**src/mcr_consts.svh**
```systemverilog
`ifndef MCR_CONSTS_SVH
`define MCR_CONSTS_SVH

// Channel count and width of the channel index carried with each output
`define MCR_NUM_CH      4
`define MCR_CH_W        2

// Sample widths at the two streaming ports
`define MCR_DIN_W       18
`define MCR_DOUT_W      18

// Filter shape: stages per section, rate change, comb differential delay
`define MCR_NUM_STG     4
`define MCR_RATE        16
`define MCR_DIFF_DLY    1

// Depth of the input buffer in words
`define MCR_FIFO_DEPTH  8

// Reset values of the output flags
`define MCR_RST_VALID   1'b0
`define MCR_RST_SYNC    1'b0

`endif

```
**src/mcr_pkg.sv**
```systemverilog
package mcr_pkg;

  `include "mcr_consts.svh"

  typedef enum logic [0:0]
  {
    MCR_INTERP = 1'b0,
    MCR_DECIM  = 1'b1
  } mcr_mode_t;

  // Input side: waits for a full channel group, then drains it back to back
  typedef enum logic [1:0]
  {
    MCR_TK_IDLE  = 2'b01,
    MCR_TK_BURST = 2'b10
  } mcr_take_t;

  // Output side of the interpolator: idle or streaming high-rate samples
  typedef enum logic [1:0]
  {
    MCR_OG_IDLE = 2'b01,
    MCR_OG_RUN  = 2'b10
  } mcr_gen_t;

  typedef struct packed
  {
    logic signed [`MCR_DOUT_W-1:0] data;
    logic        [`MCR_CH_W-1:0]   chan;
    logic                          sync;
  } mcr_out_t;

endpackage

```
**src/mcr_fifo.sv**
```systemverilog
`timescale 1ns/1ps
`include "mcr_consts.svh"

module mcr_fifo
  import mcr_pkg::*;
#(
  parameter int W     = `MCR_DIN_W,
  parameter int DEPTH = `MCR_FIFO_DEPTH
)
(
  input  wire logic                       clk,
  input  wire logic                       rst,
  input  wire logic                       in_valid,
  input  wire logic [W-1:0]               in_data,
  output logic                            in_ready,
  output logic                            out_valid,
  output logic [W-1:0]                    out_data,
  input  wire logic                       out_ready,
  output logic [$clog2(DEPTH):0]          count
);

  localparam int AW = $clog2(DEPTH);

  logic [W-1:0]  mem [DEPTH];
  logic [AW-1:0] wr_ptr_r;
  logic [AW-1:0] rd_ptr_r;
  logic [AW:0]   count_r;
  logic [AW:0]   count_nxt;
  logic          ready_r;
  logic          push;
  logic          pop;

  // A word offered while ready is low is dropped
  assign push      = in_valid & ready_r;
  assign pop       = out_ready & (count_r != '0);
  assign count_nxt = count_r + {{AW{1'b0}}, push} - {{AW{1'b0}}, pop};

  assign in_ready  = ready_r;
  assign out_valid = (count_r != '0);
  assign out_data  = mem[rd_ptr_r];
  assign count     = count_r;

  always_ff @(posedge clk)
  begin
    if (push)
    begin
      mem[wr_ptr_r] <= in_data;
    end
  end

  always_ff @(posedge clk)
  begin
    if (rst)
    begin
      wr_ptr_r <= '0;
      rd_ptr_r <= '0;
    end
    else
    begin
      if (push)
      begin
        wr_ptr_r <= (wr_ptr_r == AW'(DEPTH - 1)) ? '0 : wr_ptr_r + 1'b1;
      end
      if (pop)
      begin
        rd_ptr_r <= (rd_ptr_r == AW'(DEPTH - 1)) ? '0 : rd_ptr_r + 1'b1;
      end
    end
  end

  // Ready is registered from the next count so the flag leaves a flop
  always_ff @(posedge clk)
  begin
    if (rst)
    begin
      count_r <= '0;
      ready_r <= 1'b0;
    end
    else
    begin
      count_r <= count_nxt;
      ready_r <= (count_nxt != (AW+1)'(DEPTH));
    end
  end

endmodule

```
**src/mcr_cic_filter.sv**
```systemverilog
`timescale 1ns/1ps
`include "mcr_consts.svh"
module mcr_cic_filter
  import mcr_pkg::*;
#(
  parameter mcr_mode_t MODE   = MCR_DECIM,
  parameter int        NCH    = `MCR_NUM_CH,
  parameter int        NSTG   = `MCR_NUM_STG,
  parameter int        RATE   = `MCR_RATE,
  parameter int        M      = `MCR_DIFF_DLY,
  parameter int        FDEPTH = `MCR_FIFO_DEPTH
)
(
  input  wire logic                         clk,
  input  wire logic                         rst,
  input  wire logic signed [`MCR_DIN_W-1:0] in_sample,
  input  wire logic                         input_valid_strobe,
  output logic                              ready_for_data,
  output logic                              out_valid,
  output mcr_out_t                          out_sample
);

  localparam int  DIN_W  = `MCR_DIN_W;
  localparam int  DOUT_W = `MCR_DOUT_W;
  localparam int  CH_W   = `MCR_CH_W;
  localparam int  RW     = (RATE > 1) ? $clog2(RATE) : 1;
  localparam int  FCW    = $clog2(FDEPTH) + 1;
  // Register growth of the full cascade; wrap-around inside is harmless
  localparam int  ACC_W  = DIN_W + NSTG * $clog2(RATE * M);
  localparam bit  IS_DEC = (MODE == MCR_DECIM);

  typedef logic signed [ACC_W-1:0] acc_t;

  // Input buffer
  logic [DIN_W-1:0] fifo_data;
  logic             fifo_valid;
  logic [FCW-1:0]   fifo_count;
  logic             pop;

  // Input group taker
  mcr_take_t        take_r;
  logic [CH_W-1:0]  in_ch_r;
  logic             last_in;
  logic             can_take;

  // Decimation phase
  logic [RW-1:0]    dec_cnt_r;

  // Interpolator output engine
  mcr_gen_t         gen_r;
  logic [CH_W-1:0]  oc_r;
  logic [RW-1:0]    ph_r;
  logic             last_oc;
  logic             last_ph;
  acc_t             pend_r [NCH];
  logic             pend_full_r;
  logic             pend_clr;
  logic             pend_set;

  // Shared stage chains
  acc_t             int_in;
  logic [CH_W-1:0]  int_ch;
  logic             int_en;
  acc_t             comb_in;
  logic [CH_W-1:0]  comb_ch;
  logic             comb_en;
  acc_t             int_v  [NSTG+1];
  acc_t             comb_v [NSTG+1];
  acc_t             din_ext;

  mcr_fifo #(
    .W     (DIN_W),
    .DEPTH (FDEPTH)
  ) u_fifo (
    .clk       (clk),
    .rst       (rst),
    .in_valid  (input_valid_strobe),
    .in_data   (in_sample),
    .in_ready  (ready_for_data),
    .out_valid (fifo_valid),
    .out_data  (fifo_data),
    .out_ready (pop),
    .count     (fifo_count)
  );

  assign din_ext = {{(ACC_W-DIN_W){fifo_data[DIN_W-1]}}, fifo_data};

  // A group is drained only once fully buffered, so output bursts stay gap free
  assign pop      = (take_r == MCR_TK_BURST) & fifo_valid;
  assign last_in  = (in_ch_r == CH_W'(NCH - 1));
  assign can_take = IS_DEC ? 1'b1 : ~pend_full_r;

  always_ff @(posedge clk)
  begin
    if (rst)
    begin
      take_r  <= MCR_TK_IDLE;
      in_ch_r <= '0;
    end
    else
    begin
      case (take_r)
        MCR_TK_IDLE:
        begin
          in_ch_r <= '0;
          if (can_take && (fifo_count >= FCW'(NCH)))
          begin
            take_r <= MCR_TK_BURST;
          end
        end
        MCR_TK_BURST:
        begin
          // Samples arrive in channel order, one per cycle
          if (pop)
          begin
            in_ch_r <= last_in ? '0 : in_ch_r + 1'b1;
            if (last_in)
            begin
              take_r <= MCR_TK_IDLE;
            end
          end
        end
        default:
        begin
          take_r  <= MCR_TK_IDLE;
          in_ch_r <= '0;
        end
      endcase
    end
  end

  // Down-sampler: keep one group out of every RATE groups
  always_ff @(posedge clk)
  begin
    if (rst)
    begin
      dec_cnt_r <= '0;
    end
    else if (IS_DEC && pop && last_in)
    begin
      dec_cnt_r <= (dec_cnt_r == RW'(RATE - 1)) ? '0 : dec_cnt_r + 1'b1;
    end
  end

  // Stage routing for the two structures
  always_comb
  begin
    if (IS_DEC)
    begin
      int_in  = din_ext;
      int_ch  = in_ch_r;
      int_en  = pop;
      comb_in = int_v[NSTG];
      comb_ch = in_ch_r;
      comb_en = pop && (dec_cnt_r == RW'(RATE - 1));
    end
    else
    begin
      comb_in = din_ext;
      comb_ch = in_ch_r;
      comb_en = pop;
      // Up-sampler stuffs zeros after the held comb output
      int_in  = (ph_r == '0) ? pend_r[oc_r] : '0;
      int_ch  = oc_r;
      int_en  = (gen_r == MCR_OG_RUN);
    end
  end

  assign int_v[0]  = int_in;
  assign comb_v[0] = comb_in;

  // One integrator and one comb per stage, state held per channel
  genvar k;
  generate
    for (k = 0; k < NSTG; k++)
    begin : g_stage
      acc_t acc_r [NCH];
      acc_t dly_r [NCH][M];

      assign int_v[k+1]  = acc_t'(int_v[k] + acc_r[int_ch]);
      // Comb subtracts its own input from M samples back
      assign comb_v[k+1] = acc_t'(comb_v[k] - dly_r[comb_ch][M-1]);

      always_ff @(posedge clk)
      begin
        if (rst)
        begin
          for (int c = 0; c < NCH; c++)
          begin
            acc_r[c] <= '0;
          end
        end
        else if (int_en)
        begin
          acc_r[int_ch] <= int_v[k+1];
        end
      end

      always_ff @(posedge clk)
      begin
        if (rst)
        begin
          for (int c = 0; c < NCH; c++)
          begin
            for (int j = 0; j < M; j++)
            begin
              dly_r[c][j] <= '0;
            end
          end
        end
        else if (comb_en)
        begin
          dly_r[comb_ch][0] <= comb_v[k];
          for (int j = 1; j < M; j++)
          begin
            dly_r[comb_ch][j] <= dly_r[comb_ch][j-1];
          end
        end
      end
    end
  endgenerate

  // Interpolator: comb results wait here until the engine reads phase zero
  assign last_oc  = (oc_r == CH_W'(NCH - 1));
  assign last_ph  = (ph_r == RW'(RATE - 1));
  assign pend_set = !IS_DEC && pop && last_in;
  assign pend_clr = (gen_r == MCR_OG_RUN) && (ph_r == '0) && last_oc;

  always_ff @(posedge clk)
  begin
    if (rst)
    begin
      for (int c = 0; c < NCH; c++)
      begin
        pend_r[c] <= '0;
      end
    end
    else if (!IS_DEC && pop)
    begin
      pend_r[in_ch_r] <= comb_v[NSTG];
    end
  end

  // A new group landing in the clearing cycle must not be lost
  always_ff @(posedge clk)
  begin
    if (rst)
    begin
      pend_full_r <= 1'b0;
    end
    else if (pend_set)
    begin
      pend_full_r <= 1'b1;
    end
    else if (pend_clr)
    begin
      pend_full_r <= 1'b0;
    end
  end

  // Output stays continuous as long as the next group is ready by frame end
  always_ff @(posedge clk)
  begin
    if (rst || IS_DEC)
    begin
      gen_r <= MCR_OG_IDLE;
      oc_r  <= '0;
      ph_r  <= '0;
    end
    else
    begin
      case (gen_r)
        MCR_OG_IDLE:
        begin
          oc_r <= '0;
          ph_r <= '0;
          if (pend_full_r)
          begin
            gen_r <= MCR_OG_RUN;
          end
        end
        MCR_OG_RUN:
        begin
          oc_r <= last_oc ? '0 : oc_r + 1'b1;
          if (last_oc)
          begin
            ph_r <= last_ph ? '0 : ph_r + 1'b1;
            if (last_ph && !pend_full_r)
            begin
              gen_r <= MCR_OG_IDLE;
            end
          end
          // Without a gap the next frame starts right away
        end
        default:
        begin
          gen_r <= MCR_OG_IDLE;
          oc_r  <= '0;
          ph_r  <= '0;
        end
      endcase
    end
  end

  // Output register; truncation keeps the top bits of the cascade
  always_ff @(posedge clk)
  begin
    if (rst)
    begin
      out_valid       <= `MCR_RST_VALID;
      out_sample.data <= '0;
      out_sample.chan <= '0;
      out_sample.sync <= `MCR_RST_SYNC;
    end
    else if (IS_DEC)
    begin
      // One valid cycle per channel of a kept group, idle otherwise
      out_valid       <= comb_en;
      out_sample.data <= comb_v[NSTG][ACC_W-1 -: DOUT_W];
      out_sample.chan <= in_ch_r;
      out_sample.sync <= comb_en && (in_ch_r == '0);
    end
    else
    begin
      out_valid       <= int_en;
      out_sample.data <= int_v[NSTG][ACC_W-1 -: DOUT_W];
      out_sample.chan <= oc_r;
      out_sample.sync <= int_en && (oc_r == '0);
    end
  end

endmodule

```
**config.mk**
```make
export PLATFORM = sky130hd
export DESIGN_NAME = mcr_cic_filter
export DESIGN_NICKNAME = d
export VERILOG_FILES = /design/src/mcr_pkg.sv /design/src/mcr_fifo.sv /design/src/mcr_cic_filter.sv
export VERILOG_INCLUDE_DIRS = /design/src
export SDC_FILE = /design/constraint.sdc
export NUM_CORES = 2
export LEC_CHECK = 0
export BUFFER_PORTS_ARGS = -buffer_cell sky130_fd_sc_hd__buf_2
export CORE_ASPECT_RATIO = 1.5
export CORE_MARGIN = 3
export CORE_UTILIZATION = 54
export DETAILED_ROUTE_END_ITERATION = 8
export PLACE_DENSITY_LB_ADDON = 0.1
export RECOVER_POWER = 50
export SKIP_CTS_REPAIR_TIMING = 1
export SYNTH_ARGS = -nofsm -noshare
export SYNTH_HDL_FRONTEND = slang
export SYNTH_SLANG_ARGS = --single-unit
export TNS_END_PERCENT = 50
```
**constraint.sdc**
```tcl
create_clock -name clk -period 49.7 [get_ports clk]
set_input_delay 9.94 -clock clk [delete_from_list [all_inputs] [get_ports clk]]
set_output_delay 9.94 -clock clk [all_outputs]
set_load 0.05 [all_outputs]
```
==> flow_summary.ini <==
[synthesis]
synth_edf_count = 1232
synthMuxAreaShare_pct = 11.1
synth_compound_area_share_pct = 7.19
synth_area_per_cell_um2 = 12.8
synthCells = 5131
ys_async_sr_fraction_pct = 0
syn_nets = 5429
synth-simple-area-share_pct = 11.0
ys_ff_latch = 1278
yosysSeqAreaShare_pct = 57.8
ys.warnings.count = 0
syn_area_mm2 = 0.0656
ys.flop_type = edfxtp_1
synthAdderAreaFrac_pct = 5.42
yosys.area_share.xor_xnor_pct = 3.75
synth_cell_types = 120
synth_top_family_by_area = multiplexers

[floorplanning]
start_util_pct = 54.8
dieWidth_um = 290
design.portCount = 44
die_y_um = 433
die_area_mm2 = 0.126
rows = 155
core_area_mm2 = 0.120

[timing]
relSlewSlack_pct = -177
worst_pin_slew_ns = 4.15
hold_violations = 0
fmax_mhz = 56.1
min_period_ns = 17.83
setup_tns_ns = 0
setup-violations-final = 0
layout_worst_path_cycle_share_pct = 35.9
rsz0062_at_grt = false
skew_ns = 0.0280
slew_viol_final = 1199

[place]
gp_congestion = 0.942
port_buffers = 43
dp_hpwl_mm = 97.7

[drt]
drt-met1-wl_mm = 59.2
dr.pass1.iters = 6
antenna_left = 0
drcViolationCount = 0
wirelength_mm = 155
wl_per_cell_um = 22.7
top_layer = met4
vias = 40091
drt_iter0_markers = 2850
dr_wl_met3_mm = 5.74
avgViaCountPerCell = 5.88
met2WireLength_mm = 83.8

[global_routing]
grt_pass1_wl_mm = 242
grt_max_degree = 110
antenna_found_initial = 0
overflow = 0
grt_usage_pct = 24.9
grt_pass1_vias = 42294

[worst_setup_path]
path_cells = buf_2 > clkbuf_1 > or2_2 > nor2_1 > nand2_1 > clkbuf_1 > clkbuf_1 > nor3_1
setup.worst_path.class = input pin to flip-flop
cp-start-kind = input pin
crit_arrival_ns = 18.16
path_common_cell = clkbuf_1
cp.required_ns = 50.03
max_stage_delay_ns = 2.79
cp_slowest_cell = clkbuf_1
cp-end-kind = flip-flop
cp_max_fo = 61

[outcome]
violations = max-capacitance violations, max-slew violations
status = finished, violations left

[clock_tree]
cts_tree = built
clock_latency_ns = 0.75
clock_sinks = 1278
cts-root-buf = clkbuf_16
cts_max_level = 3
cts.clk_slew.worst_paths_ns = 0.07
cts_buffer_depth = 3
cts_buffers = 117

[cells_and_area]
multi_input_area_mm2 = 0.0253
diodes = 0
syn2layout_area_growth_pct = 8.41
drive_gt1_share_pct = 12.6
seq_area_mm2 = 0.0379
fillers = 9655
final_nets = 5451

[run]
maxCapViolCount = 25

[hold_path]
hp-class = flip-flop to flip-flop
==> cell type report <==
class | count | share of cell area, %
clock buffers | 139 | 4.26
clock inverters | 76 | 0.945
inverters | 424 | 2.24
multi-input cells | 3217 | 35.5
flip-flops and latches | 1278 | 53.4
well taps | 1570 | 2.76
repair buffers | 115 | 0.900
==> path summary, 6_finish.rpt <==
path                              startpoint                 endpoint  slack [ns]  depth (start not counted)
worst max-delay path                     rst  g_stage[0].dly_r[1][14]       31.87                          8
worst min-delay path            dec_cnt_r[1]             dec_cnt_r[1]        0.48                          2
worst max register to register     flip-flop           out_sample[20]       32.42                         68
worst min register to register  dec_cnt_r[1]             dec_cnt_r[1]        0.48                          2
==> kinds of logic after synthesis <==
family / after synthesis
simple gates: 1683
buf+inv: 636
fa+ha+maj: 280
flops: 1278
compound gates: 658
mux: 340
xor+xnor: 256
==> metrics by stage <==
stage                     hold WS, ns  instance area [µm²]  util (%)  setup WS [ns]  std cells
after floorplan                 0.454                65600         -          33.26       5131
after global placement          0.471                67600      56.5          32.90       6604
after detailed placement        0.472                67600      56.5          32.55       6604
after CTS                       0.481                71300      59.6          32.42       6819
after global routing            0.508                71100      59.4          30.75       6819
final                           0.478                71100      59.4          31.87       6819
==> critical path, delay by kind of cell <==
| kind | cells | cell delay, ns |
|---|---|---|
| and+or+nand+nor | 4 | 1.17 |
| buffers and inverters | 4 | 6.96 |
==> state kept, by name (all words and copies together), names as in the netlist, 2 cells and up, named ones only <==
signal / count
comb_ch: 2
dec_cnt_r: 4
g_stage.acc_r: 544
g_stage.dly_r: 544
out_sample: 21
take_r: 2
u_fifo.count: 4
u_fifo.mem: 144
u_fifo.rd_ptr_r: 3
u_fifo.wr_ptr_r: 3
==> cell usage in the layout, fill, tap and decap left out, drive strengths merged, types with 21 or more instances in the layout <==
cell and count:
nand3 45, mux2 21, nor2b 35, a31oi 21
a21oi 159, xor2 103, o21bai 28, clkinv 52
o21a 37, nand2 133, mux4 308, edfxtp 1232
buf 50, nor3 58, nor2 1215, a21o 104
o21ai 109, nand2b 49, xnor2 142, a211oi 21
and3 22, ha 269, inv 430, clkbuf 204
dfxtp 46, and2 30
==> metal layers <==
| metal | GRT usage [%] | up-vias |
|---|---|---|
| li1 | - | 18683 |
| met1 | 29.1 | 20272 |
| met2 | 46.9 | 883 |
| met3 | 2.52 | 253 |
| met4 | 9.95 | 0 |
| met5 | 0 | - |
==> Yosys cell counts (all sizes together) (22+ instances only) <==
master  instances  share of area [%]
clkbuf        167               0.96
mux4          308                 11
nor2b          35               0.33
nor3           58               0.49
edfxtp       1232                 56
o21ai         109               0.86
nor2         1215                7.0
nand3          45               0.34
and3           22               0.21
nand2b         49               0.47
xnor2         142                1.9
a21o          104                1.2
nand2         133               0.77
inv           422                2.4
xor2          103                1.4
dfxtp          46                1.4
o21bai         28               0.32
o21a           37               0.43
ha            269                5.1
buf            45               0.31
a21oi         159                1.2
and2           30               0.29
Power is left out: the tool's default activity adds up to more than one toggle a clock period on the data nets, which glitch-free logic cannot reach.
